## src/rtl/mpc_pkg.sv

```systemverilog
// constants for the microphone pre-amplifier control registers
package mpc_pkg;
  // register addresses (index on the control interface)
  localparam logic [7:0] ADDR_POWER_MGMT_ONE      = 8'h08;
  localparam logic [7:0] ADDR_POWER_MGMT_TWO      = 8'h09;
  localparam logic [7:0] ADDR_MIC_INPUT_ROUTING   = 8'h48;
  localparam logic [7:0] ADDR_MIC_BIAS_CONTROL    = 8'h4a;
  localparam logic [7:0] ADDR_LEFT_INPUT_VOLUME   = 8'h50;
  localparam logic [7:0] ADDR_RIGHT_INPUT_VOLUME  = 8'h51;

  // field positions
  localparam int POS_MIC_BIAS_ON_PM    = 4;
  localparam int POS_LEFT_PREAMP_ON_PM = 8;
  localparam int POS_RIGHT_PREAMP_ON_PM = 9;
  localparam int POS_LEFT_POS_PIN      = 0;
  localparam int POS_LEFT_NEG_PIN      = 1;
  localparam int POS_LEFT_SECOND_PIN   = 2;
  localparam int POS_RIGHT_POS_PIN     = 8;
  localparam int POS_RIGHT_NEG_PIN     = 9;
  localparam int POS_RIGHT_SECOND_PIN  = 10;
  localparam int POS_MIC_BIAS_ON_BC    = 15;
  localparam int POS_MIC_BIAS_LEVEL    = 14;
  localparam int POS_VOL_PREAMP_ON     = 15;
  localparam int POS_VOL_MUTE          = 14;
  localparam int POS_VOL_ZERO_CROSS    = 13;
  localparam int POS_VOL_COMMIT        = 8;
  localparam int POS_VOL_GAIN_LSB      = 2;
  localparam int GAIN_W                = 6;

  // reset values
  localparam logic [2:0]        RST_ROUTING_LEFT  = 3'h3;
  localparam logic [2:0]        RST_ROUTING_RIGHT = 3'h3;
  localparam logic [GAIN_W-1:0] RST_GAIN          = 6'h10;
  localparam logic              RST_FLAG          = 1'b0;
endpackage

```

## src/rtl/mpc_gain_channel.sv

```systemverilog
// one channel's pending/applied gain with zero-cross apply
`timescale 1ns/1ps
module mpc_gain_channel
  import mpc_pkg::*;
(
  // clock and reset
  input  wire logic              i_mclk,
  input  wire logic              i_clear,
  // register side
  input  wire logic              i_gain_wr,
  input  wire logic [GAIN_W-1:0] i_gain_wdata,
  input  wire logic              i_commit,
  input  wire logic              i_zc_mode,
  // analogue sign-change flag, asynchronous
  input  wire logic              i_zero_cross,
  // results
  output logic [GAIN_W-1:0]      o_pending_gain,
  output logic [GAIN_W-1:0]      o_applied_gain,
  output logic                   o_wait_zc
);
  logic              zc_meta_r;
  logic              zc_sync_r;
  logic [GAIN_W-1:0] pending_r;
  logic [GAIN_W-1:0] pending_nxt;
  logic [GAIN_W-1:0] applied_r;
  logic [GAIN_W-1:0] applied_nxt;
  logic              wait_r;
  logic              wait_nxt;
  wire               apply_now;
  wire               arm_zc;
  wire               zc_hit;

  // two-flop synchroniser for the crossing flag
  always_ff @(posedge i_mclk) begin
    if (i_clear) begin
      zc_meta_r <= 1'b0;
      zc_sync_r <= 1'b0;
    end else begin
      zc_meta_r <= i_zero_cross;
      zc_sync_r <= zc_meta_r;
    end
  end

  // commit either applies now or arms the crossing wait
  assign pending_nxt = i_gain_wr ? i_gain_wdata : pending_r;
  assign apply_now   = i_commit & ~i_zc_mode;
  assign arm_zc      = i_commit & i_zc_mode;
  assign zc_hit      = wait_r & zc_sync_r & ~i_commit;
  assign applied_nxt = (apply_now | zc_hit) ? pending_nxt : applied_r;
  assign wait_nxt    = arm_zc ? 1'b1 : ((apply_now | zc_hit) ? 1'b0 : wait_r);

  // gain state, cleared to reset values while held
  always_ff @(posedge i_mclk) begin
    if (i_clear) begin
      pending_r <= RST_GAIN;
      applied_r <= RST_GAIN;
      wait_r    <= 1'b0;
    end else begin
      pending_r <= pending_nxt;
      applied_r <= applied_nxt;
      wait_r    <= wait_nxt;
    end
  end

  assign o_pending_gain = pending_r;
  assign o_applied_gain = applied_r;
  assign o_wait_zc      = wait_r;
endmodule // mpc_gain_channel

```

## src/rtl/mpc_mic_preamp_regs.sv

```systemverilog
// microphone pre-amplifier control register bank
`timescale 1ns/1ps
module mpc_mic_preamp_regs
  import mpc_pkg::*;
(
  // clock and reset
  input  wire logic              i_mclk,
  input  wire logic              i_sys_rst,
  // master codec enable from the power register logic
  input  wire logic              i_codec_master_on,
  // register port of the control interface
  input  wire logic              i_reg_wr,
  input  wire logic              i_reg_rd,
  input  wire logic [7:0]        i_reg_addr,
  input  wire logic [15:0]       i_reg_wdata,
  output logic [15:0]            o_reg_rdata,
  output logic                   o_reg_rvalid,
  // zero-cross flags from the analogue front end
  input  wire logic              i_left_zero_cross,
  input  wire logic              i_right_zero_cross,
  // input routing switches
  output logic                   o_left_pos_pin_connect,
  output logic                   o_left_neg_pin_connect,
  output logic                   o_left_second_pin_connect,
  output logic                   o_right_pos_pin_connect,
  output logic                   o_right_neg_pin_connect,
  output logic                   o_right_second_pin_connect,
  // pre-amplifier controls
  output logic                   o_left_preamp_on,
  output logic                   o_right_preamp_on,
  output logic                   o_left_preamp_mute,
  output logic                   o_right_preamp_mute,
  output logic [GAIN_W-1:0]      o_left_preamp_gain,
  output logic [GAIN_W-1:0]      o_right_preamp_gain,
  output logic                   o_left_gain_waiting,
  output logic                   o_right_gain_waiting,
  // microphone bias controls
  output logic                   o_mic_bias_on,
  output logic                   o_mic_bias_level_select
);
  // volume register readback layout, shared by both channels
  function automatic logic [15:0] vol_word(input logic on, input logic mute,
                                           input logic zc, input logic [GAIN_W-1:0] gain);
    logic [15:0] w;
    w = 16'h0000;
    w[POS_VOL_PREAMP_ON]  = on;
    w[POS_VOL_MUTE]       = mute;
    w[POS_VOL_ZERO_CROSS] = zc;
    w[POS_VOL_GAIN_LSB +: GAIN_W] = gain;
    return w;
  endfunction

  logic [2:0]        route_left_r;
  logic [2:0]        route_right_r;
  logic              bias_on_r;
  logic              bias_level_r;
  logic              left_on_r;
  logic              right_on_r;
  logic              left_mute_r;
  logic              right_mute_r;
  logic              left_zc_r;
  logic              right_zc_r;
  logic [15:0]       rdata_r;
  logic [15:0]       rdata_nxt;
  logic              rvalid_r;
  logic [GAIN_W-1:0] left_pending;
  logic [GAIN_W-1:0] right_pending;

  wire clear;
  wire wr_pm1;
  wire wr_pm2;
  wire wr_route;
  wire wr_bias;
  wire wr_lvol;
  wire wr_rvol;
  wire commit;

  // master enable holds every register but the read answer at its reset value
  assign clear = i_sys_rst | ~i_codec_master_on;

  // write decode
  assign wr_pm1   = i_reg_wr & (i_reg_addr == ADDR_POWER_MGMT_ONE);
  assign wr_pm2   = i_reg_wr & (i_reg_addr == ADDR_POWER_MGMT_TWO);
  assign wr_route = i_reg_wr & (i_reg_addr == ADDR_MIC_INPUT_ROUTING);
  assign wr_bias  = i_reg_wr & (i_reg_addr == ADDR_MIC_BIAS_CONTROL);
  assign wr_lvol  = i_reg_wr & (i_reg_addr == ADDR_LEFT_INPUT_VOLUME);
  assign wr_rvol  = i_reg_wr & (i_reg_addr == ADDR_RIGHT_INPUT_VOLUME);
  assign commit   = (wr_lvol | wr_rvol) & i_reg_wdata[POS_VOL_COMMIT];

  // input routing register
  always_ff @(posedge i_mclk) begin
    if (clear) begin
      route_left_r  <= RST_ROUTING_LEFT;
      route_right_r <= RST_ROUTING_RIGHT;
    end else if (wr_route) begin
      route_left_r  <= {i_reg_wdata[POS_LEFT_SECOND_PIN], i_reg_wdata[POS_LEFT_NEG_PIN],
                        i_reg_wdata[POS_LEFT_POS_PIN]};
      route_right_r <= {i_reg_wdata[POS_RIGHT_SECOND_PIN], i_reg_wdata[POS_RIGHT_NEG_PIN],
                        i_reg_wdata[POS_RIGHT_POS_PIN]};
    end
  end

  // bias enable, one bit reached from two addresses
  always_ff @(posedge i_mclk) begin
    if (clear) begin
      bias_on_r    <= RST_FLAG;
      bias_level_r <= RST_FLAG;
    end else if (wr_bias) begin
      bias_on_r    <= i_reg_wdata[POS_MIC_BIAS_ON_BC];
      bias_level_r <= i_reg_wdata[POS_MIC_BIAS_LEVEL];
    end else if (wr_pm1) begin
      bias_on_r    <= i_reg_wdata[POS_MIC_BIAS_ON_PM];
    end
  end

  // pre-amplifier enables, shared between power and volume registers
  always_ff @(posedge i_mclk) begin
    if (clear) begin
      left_on_r  <= RST_FLAG;
      right_on_r <= RST_FLAG;
    end else begin
      if (wr_lvol) begin
        left_on_r <= i_reg_wdata[POS_VOL_PREAMP_ON];
      end else if (wr_pm2) begin
        left_on_r <= i_reg_wdata[POS_LEFT_PREAMP_ON_PM];
      end
      if (wr_rvol) begin
        right_on_r <= i_reg_wdata[POS_VOL_PREAMP_ON];
      end else if (wr_pm2) begin
        right_on_r <= i_reg_wdata[POS_RIGHT_PREAMP_ON_PM];
      end
    end
  end

  // mute and zero-cross mode bits of the volume registers
  always_ff @(posedge i_mclk) begin
    if (clear) begin
      left_mute_r  <= RST_FLAG;
      right_mute_r <= RST_FLAG;
      left_zc_r    <= RST_FLAG;
      right_zc_r   <= RST_FLAG;
    end else begin
      if (wr_lvol) begin
        left_mute_r <= i_reg_wdata[POS_VOL_MUTE];
        left_zc_r   <= i_reg_wdata[POS_VOL_ZERO_CROSS];
      end
      if (wr_rvol) begin
        right_mute_r <= i_reg_wdata[POS_VOL_MUTE];
        right_zc_r   <= i_reg_wdata[POS_VOL_ZERO_CROSS];
      end
    end
  end

  // left gain path, mode bit taken as written with the commit
  mpc_gain_channel u_left (
    .i_mclk         (i_mclk),
    .i_clear        (clear),
    .i_gain_wr      (wr_lvol),
    .i_gain_wdata   (i_reg_wdata[POS_VOL_GAIN_LSB +: GAIN_W]),
    .i_commit       (commit),
    .i_zc_mode      (wr_lvol ? i_reg_wdata[POS_VOL_ZERO_CROSS] : left_zc_r),
    .i_zero_cross   (i_left_zero_cross),
    .o_pending_gain (left_pending),
    .o_applied_gain (o_left_preamp_gain),
    .o_wait_zc      (o_left_gain_waiting)
  );

  // right gain path, same layout as the left
  mpc_gain_channel u_right (
    .i_mclk         (i_mclk),
    .i_clear        (clear),
    .i_gain_wr      (wr_rvol),
    .i_gain_wdata   (i_reg_wdata[POS_VOL_GAIN_LSB +: GAIN_W]),
    .i_commit       (commit),
    .i_zc_mode      (wr_rvol ? i_reg_wdata[POS_VOL_ZERO_CROSS] : right_zc_r),
    .i_zero_cross   (i_right_zero_cross),
    .o_pending_gain (right_pending),
    .o_applied_gain (o_right_preamp_gain),
    .o_wait_zc      (o_right_gain_waiting)
  );

  // read decode, unmapped addresses read zero
  always_comb begin
    rdata_nxt = 16'h0000;
    if (i_reg_addr == ADDR_POWER_MGMT_ONE) begin
      rdata_nxt[POS_MIC_BIAS_ON_PM] = bias_on_r;
    end else if (i_reg_addr == ADDR_POWER_MGMT_TWO) begin
      rdata_nxt[POS_LEFT_PREAMP_ON_PM]  = left_on_r;
      rdata_nxt[POS_RIGHT_PREAMP_ON_PM] = right_on_r;
    end else if (i_reg_addr == ADDR_MIC_INPUT_ROUTING) begin
      rdata_nxt[POS_LEFT_POS_PIN]     = route_left_r[0];
      rdata_nxt[POS_LEFT_NEG_PIN]     = route_left_r[1];
      rdata_nxt[POS_LEFT_SECOND_PIN]  = route_left_r[2];
      rdata_nxt[POS_RIGHT_POS_PIN]    = route_right_r[0];
      rdata_nxt[POS_RIGHT_NEG_PIN]    = route_right_r[1];
      rdata_nxt[POS_RIGHT_SECOND_PIN] = route_right_r[2];
    end else if (i_reg_addr == ADDR_MIC_BIAS_CONTROL) begin
      rdata_nxt[POS_MIC_BIAS_ON_BC] = bias_on_r;
      rdata_nxt[POS_MIC_BIAS_LEVEL] = bias_level_r;
    end else if (i_reg_addr == ADDR_LEFT_INPUT_VOLUME) begin
      rdata_nxt = vol_word(left_on_r, left_mute_r, left_zc_r, left_pending);
    end else if (i_reg_addr == ADDR_RIGHT_INPUT_VOLUME) begin
      rdata_nxt = vol_word(right_on_r, right_mute_r, right_zc_r, right_pending);
    end
  end

  // registered read answer, one cycle after the strobe
  always_ff @(posedge i_mclk) begin
    if (i_sys_rst) begin
      rdata_r  <= 16'h0000;
      rvalid_r <= 1'b0;
    end else begin
      rvalid_r <= i_reg_rd;
      if (i_reg_rd) begin
        rdata_r <= rdata_nxt;
      end
    end
  end

  // outputs
  assign o_reg_rdata                = rdata_r;
  assign o_reg_rvalid               = rvalid_r;
  assign o_left_pos_pin_connect     = route_left_r[0];
  assign o_left_neg_pin_connect     = route_left_r[1];
  assign o_left_second_pin_connect  = route_left_r[2];
  assign o_right_pos_pin_connect    = route_right_r[0];
  assign o_right_neg_pin_connect    = route_right_r[1];
  assign o_right_second_pin_connect = route_right_r[2];
  assign o_left_preamp_on           = left_on_r;
  assign o_right_preamp_on          = right_on_r;
  assign o_left_preamp_mute         = left_mute_r;
  assign o_right_preamp_mute        = right_mute_r;
  assign o_mic_bias_on              = bias_on_r;
  assign o_mic_bias_level_select    = bias_level_r;
endmodule // mpc_mic_preamp_regs

```

## config.mk

```make
export PLATFORM = sky130hd
export DESIGN_NAME = mpc_mic_preamp_regs
export DESIGN_NICKNAME = d
export VERILOG_FILES = /design/src/rtl/mpc_pkg.sv /design/src/rtl/mpc_gain_channel.sv /design/src/rtl/mpc_mic_preamp_regs.sv
export SDC_FILE = /design/constraint.sdc
export NUM_CORES = 1
export LEC_CHECK = 0
export BUFFER_PORTS_ARGS = -buffer_cell sky130_fd_sc_hd__buf_2
export CAP_MARGIN = 0
export CORE_ASPECT_RATIO = 1.1
export CORE_MARGIN = 2
export CORE_UTILIZATION = 39
export DETAILED_ROUTE_END_ITERATION = 12
export HOLD_SLACK_MARGIN = 0.12
export PLACE_DENSITY = 0.63
export SLEW_MARGIN = 0
export SYNTH_ARGS = -nofsm -noshare
export SYNTH_HDL_FRONTEND = slang
export SYNTH_HIERARCHICAL = 1
export SYNTH_SLANG_ARGS = --single-unit
```

## constraint.sdc

```tcl
create_clock -name i_mclk -period 4.45 [get_ports i_mclk]
set_input_delay 0.89 -clock i_mclk [delete_from_list [all_inputs] [get_ports i_mclk]]
set_output_delay 0.89 -clock i_mclk [all_outputs]
set_load 0.005 [all_outputs]
```

* Word level (Yosys, flattened, before mapping) *
Index checks and enable logic that the tools add are counted.

storage, ports and cells
  register bits = 61
  latch bits = 0
  bits in writable memories = 0
  bits in read-only memories = 0
  input bits = 31
  output and inout bits = 43
  word-level logic and storage cells = 84
  memories kept = 0

cells by class
  $add $sub $neg = 0
  $mul = 0
  divide/modulo/power cells = 0
  order comparisons = 0
  equality and inequality tests = 6
  shift-type cells = 0
  muxes and demuxes = 28
  bitwise gates (word level) = 23
  reduce and logical (&&, ||, !) cells = 5

operator list
  operator                                                               count
  8-bit by 7-bit equality test with 1-bit output, second input constant  4
  16-bit 2-to-1 mux                                                      2
  6-bit 2-to-1 mux                                                       3
  8-bit by 4-bit equality test with 1-bit output, second input constant  2
  1-bit AND                                                              15
  14-bit 2-to-1 mux                                                      1
  1-bit 2-to-1 mux                                                       13
  11-bit 2-to-1 mux                                                      1
  5-bit 2-to-1 mux                                                       2
  2-bit nonzero test                                                     5
  8-bit 2-to-1 mux                                                       1
  3-bit 2-to-1 mux                                                       2
  2-bit 2-to-1 mux                                                       2
  4-bit 2-to-1 mux                                                       1
  1-bit NOT                                                              4
  1-bit OR                                                               4

* Logic depth before layout (Yosys ltp) *
  word-level depth = 9
  mapped depth = 8
  mapped depth without buffers = 6

* Cells and area by module *
Netlist, hierarchy kept.

modules (own cells, without submodules)
  module               instances  cells an instance  area each (um2)  sequential area each (um2)
  mpc_mic_preamp_regs  1          157                1468.9           580.6
  mpc_gain_channel     2          44                 524.3            300.3

* Worst setup path after synthesis *
No wires, ideal clock.

  path type = input port to flip-flop
  from = input i_reg_addr[2]
  to = register u_left.applied_r[4], in the netlist u_left/o_applied_gain[4]
  setup time = 0.139 ns
  data arrival time = 2.550 ns
  data required time = 4.311 ns
  setup slack = 1.761 ns
  stages = 7
  path buffers = 1
  cells stage by stage = nor4_1 > and3_1 > buf_2 > and3_1 > inv_2 > a311oi_4 > o22ai_1

between the ends
  longest elaborated chain between the ends = 7
  elaborated cells on any way between the ends = 13
  classes of those cells = 2 x eq/ne; 2 x mux; 9 x bitwise

RTL lines
  what                                                               RTL line                                              RTL
  from (decl)                                                        mpc_mic_preamp_regs.sv:14                             input wire logic [7:0] i_reg_addr,
  8-bit by 7-bit equality test with 1-bit output (on tied branches)  mpc_mic_preamp_regs.sv:86, mpc_mic_preamp_regs.sv:87
  1-bit AND (on tied branches)                                       mpc_mic_preamp_regs.sv:86, mpc_mic_preamp_regs.sv:87
  1-bit OR *                                                         mpc_mic_preamp_regs.sv:88                             assign commit = (wr_lvol | wr_rvol) & i_reg_wdata[POS_VOL_COMMIT];
  1-bit AND *                                                        mpc_mic_preamp_regs.sv:88
  via commit                                                         mpc_mic_preamp_regs.sv:76                             wire commit;
  1-bit NOT                                                          mpc_gain_channel.sv:48                                assign zc_hit = wait_r & zc_sync_r & ~i_commit;
  1-bit AND                                                          mpc_gain_channel.sv:48
  1-bit OR *                                                         mpc_gain_channel.sv:49                                assign applied_nxt = (apply_now | zc_hit) ? pending_nxt : applied_r;
  to (signal assigned)                                               mpc_gain_channel.sv:60                                applied_r <= applied_nxt;
  to (decl)                                                          mpc_gain_channel.sv:25                                logic [GAIN_W-1:0] applied_r;

Mark *: on every way through the listed nets, which the timed path passes. The rest lies on a longest branch.
A chain may end at the register's enable or synchronous reset.

* Worst setup path after layout *
Same ends and word-level chain as after synthesis.

==> impl_metrics.yaml <==
clock_network:
  clock_latency_ns: 0.32
  postCtsHoldBufs: 0
  htreeDepth: 3
  cts_max_path_buffers: 2
  clk_pin_slew_worst_paths_ns: 0.06
  cts_setup_buffers: 0
  cts_tree: "done"
  post_cts_resized: 0
  clock-sinks: 59
  clockRootBuffer: "clkbuf_8"
  tritoncts.num_buffers: 9
finish:
  fin_area_um2: 3090
  layout.nets: 344
  layout-drive-gt1-share: 0.344
  utilization: 0.498
  antenna_cells: 0
  area_growth_pct: 22.6
  n_fill_cell: 634
global_routing:
  grt_pass1_wl_mm: 8.80
  track_usage: 0.164
  antenna_found_initial: 0
  grt_pass1_vias: 1832
  grt_max_degree: 28
  overflow: 0
pwr:
  cellPowerDensity_nw_per_um2: 345
  vdd_drop_max_mv: 0.182
  power_leakage_uw: 0.00139
floorplan:
  num_rows: 30
  die_area_um2: 7110
  io_pins: 74
  core_um2: 6190
  start_util: 0.406
  die_h_um: 88.3
  die_w_um: 80.6
synth:
  ys_seq_area_frac: 0.469
  async_flop_share: 0
  ys_seq_elements: 59
  synth.area.top_cells: "dfxtp_1 (47%), mux2i_1 (7.6%), mux2_2 (4.5%), o22a_1 (3.5%), nor2b_1 (3.2%)"
  synth_top_area_frac: 0.469
  syn_avg_cell_area_um2: 10.3
  synth_enable_flop_cells: 0
  yosys_warnings: 6
  yosys-top-cells-count: "dfxtp_1 (59), mux2i_1 (19), nor2_1 (17)"
  synth_cell_types: 43
  synth.most_common_cell: "dfxtp_1"
  synth_top_cell_by_area: "dfxtp_1"
  synthCells: 245
  ys.flop_type: "dfxtp_1"
  netlist_area_um2: 2520
route:
  first_iter_violations: 66
  wl_per_cell_um: 14.3
  firstDrtPassIters: 5
  wl_mm: 5.67
  vias: 1971
  viasPerCell: 4.96
  drc: 0
  detail-route-antenna-nets: 0
critical_path:
  timing.rr.end: "u_left/o_applied_gain[4]"
  cp.required_ns: 4.63
  slowest_stage: "nor4_1"
  worst-path-max-fanout: 12
  cp_slowest_stage_delay_ns: 0.56
  crit_top_cell: "and3_1"
  cp_cell_sequence: "buf_2, nor4_1, and3_1, and3_1, inv_2, a311oi_4, o22ai_1"
  critPathLaunchType: "primary input"
  r2r_slack_ns: 3.23
  timing.rr.start: "left_zc_r"
  rr_worst_depth: 4
  end_kind: "flop"
  critPathKind: "in2reg"
  cp.arrival_ns: 3.16
placement:
  io_buffers: 69
  dp_hpwl_mm: 4.13
  pre_cts_ws_ns: 1.10
  routabilityCongestion: 0.775
  dpl_cell_area_um2: 2890
sta:
  skew_ns: 0.00497
  tightest_slew_ns: 0.601
  timing.fmax_mhz: 336
  hold_viol: 0
  setup_tns_ns: 0
  grt_setup_unrepaired: "false"
  drv_slew: 0
  final.setup.worst_slack_ns: 1.47
  post-route-min-period_ns: 2.98
  relSlewSlack: 0.595
  setup_viol: 0
  fin_crit_sh: 0.669
hold_path:
  hold_start: "u_left/zc_meta_r"
  holdPathEnd: "u_left/zc_sync_r"
  min_path_cells: 1
  hold_path.class: "reg2reg"
flow_run:
  max-cap-violations: 0
run_status:
  outcome: "finished clean"
## cells in the final DEF (no fill, tap or decap), types with 3 or more instances in the layout
cell | netlist | routed
a31o_2 | 3 | 3
nor2b_1 | 13 | 13
nand3_1 | 12 | 12
o21a_1 | 3 | 3
a22o_1 | 6 | 6
mux2_2 | 10 | 10
nor2_1 | 17 | 17
nand2b_1 | 12 | 12
a21oi_1 | 13 | 13
and3_1 | 3 | 3
a211oi_1 | 5 | 5
nand2_1 | 6 | 6
dfxtp_1 | 59 | 59
o22a_1 | 10 | 10
inv_1 | 5 | 5
and2_1 | 4 | 4
clkbuf_8 | 0 | 11
mux2i_1 | 19 | 19
buf_2 | 3 | 69
## through the flow
step	total power, uW	std cells	hold slack [ns]
CTS	1080	397	0.438
global route	1110	397	0.465
detailed placement	599	382	0.425
floorplan	577	246	0.414
global placement	599	382	0.419
finish	1070	397	0.436
## critical path, delay by kind of cell
family,cells,cell delay (ns)
compound gates,2,0.63
simple gates,3,1.44
buf+inv,2,0.19
## power breakdown
part           internal (uW)  total (uW)  switching [uW]
combinational           22.3        55.6            33.2
clock                    286         479             193
sequential               530         531           0.920
total                    839        1070             227
## worst max path at each step
stage	end	slack, ns	cells past startpoint	start
floorplan	u_left/o_applied_gain[4]	1.76	7	i_reg_addr[2]
global placement	u_left/o_applied_gain[4]	1.15	7	i_reg_addr[2]
detailed placement	u_right/o_applied_gain[4]	1.10	7	i_reg_addr[2]
CTS	u_left/o_applied_gain[4]	1.45	7	i_reg_addr[2]
global route	u_right/o_applied_gain[5]	1.29	7	i_reg_addr[2]
finish	u_left/o_applied_gain[4]	1.47	7	i_reg_addr[2]
## registers in the layout (all words and copies together) (netlist names), 3 cells and up
signal / cells
o_reg_rdata: 14
u_left/o_applied_gain: 6
u_left/o_pending_gain: 6
u_right/o_applied_gain: 6
u_right/o_pending_gain: 6
route_left_r: 3
route_right_r: 3
## routing by layer
layer,part of all wire,track usage
met5,0,0
met4,0.0081,0.0709
met3,0.053,0.0337
met2,0.47,0.265
met1,0.47,0.212
## area by class of cell
| cell class | count | area (um^2) | share of cell area |
|---|---|---|---|
| clock buffers | 13 | 159 | 0.0515 |
| clock inverters | 2 | 35.0 | 0.0114 |
| inverters | 8 | 30.0 | 0.00973 |
| multi-input cells | 164 | 1220 | 0.395 |
| flip-flops and latches | 59 | 1180 | 0.383 |
| well taps | 80 | 100 | 0.0324 |
| repair buffers | 71 | 360 | 0.117 |
## cells by family after synthesis
family                 count (synthesis)  synth area share
AND/OR/NAND/NOR                       82             0.195
flip-flops                            59             0.469
AO/OA/AOI/OAI                         50             0.161
multiplexers                          30             0.126
buffers and inverters                 23            0.0477
other                                  1           0.00149
No activity file was read; power rests on OpenSTA's default activity.
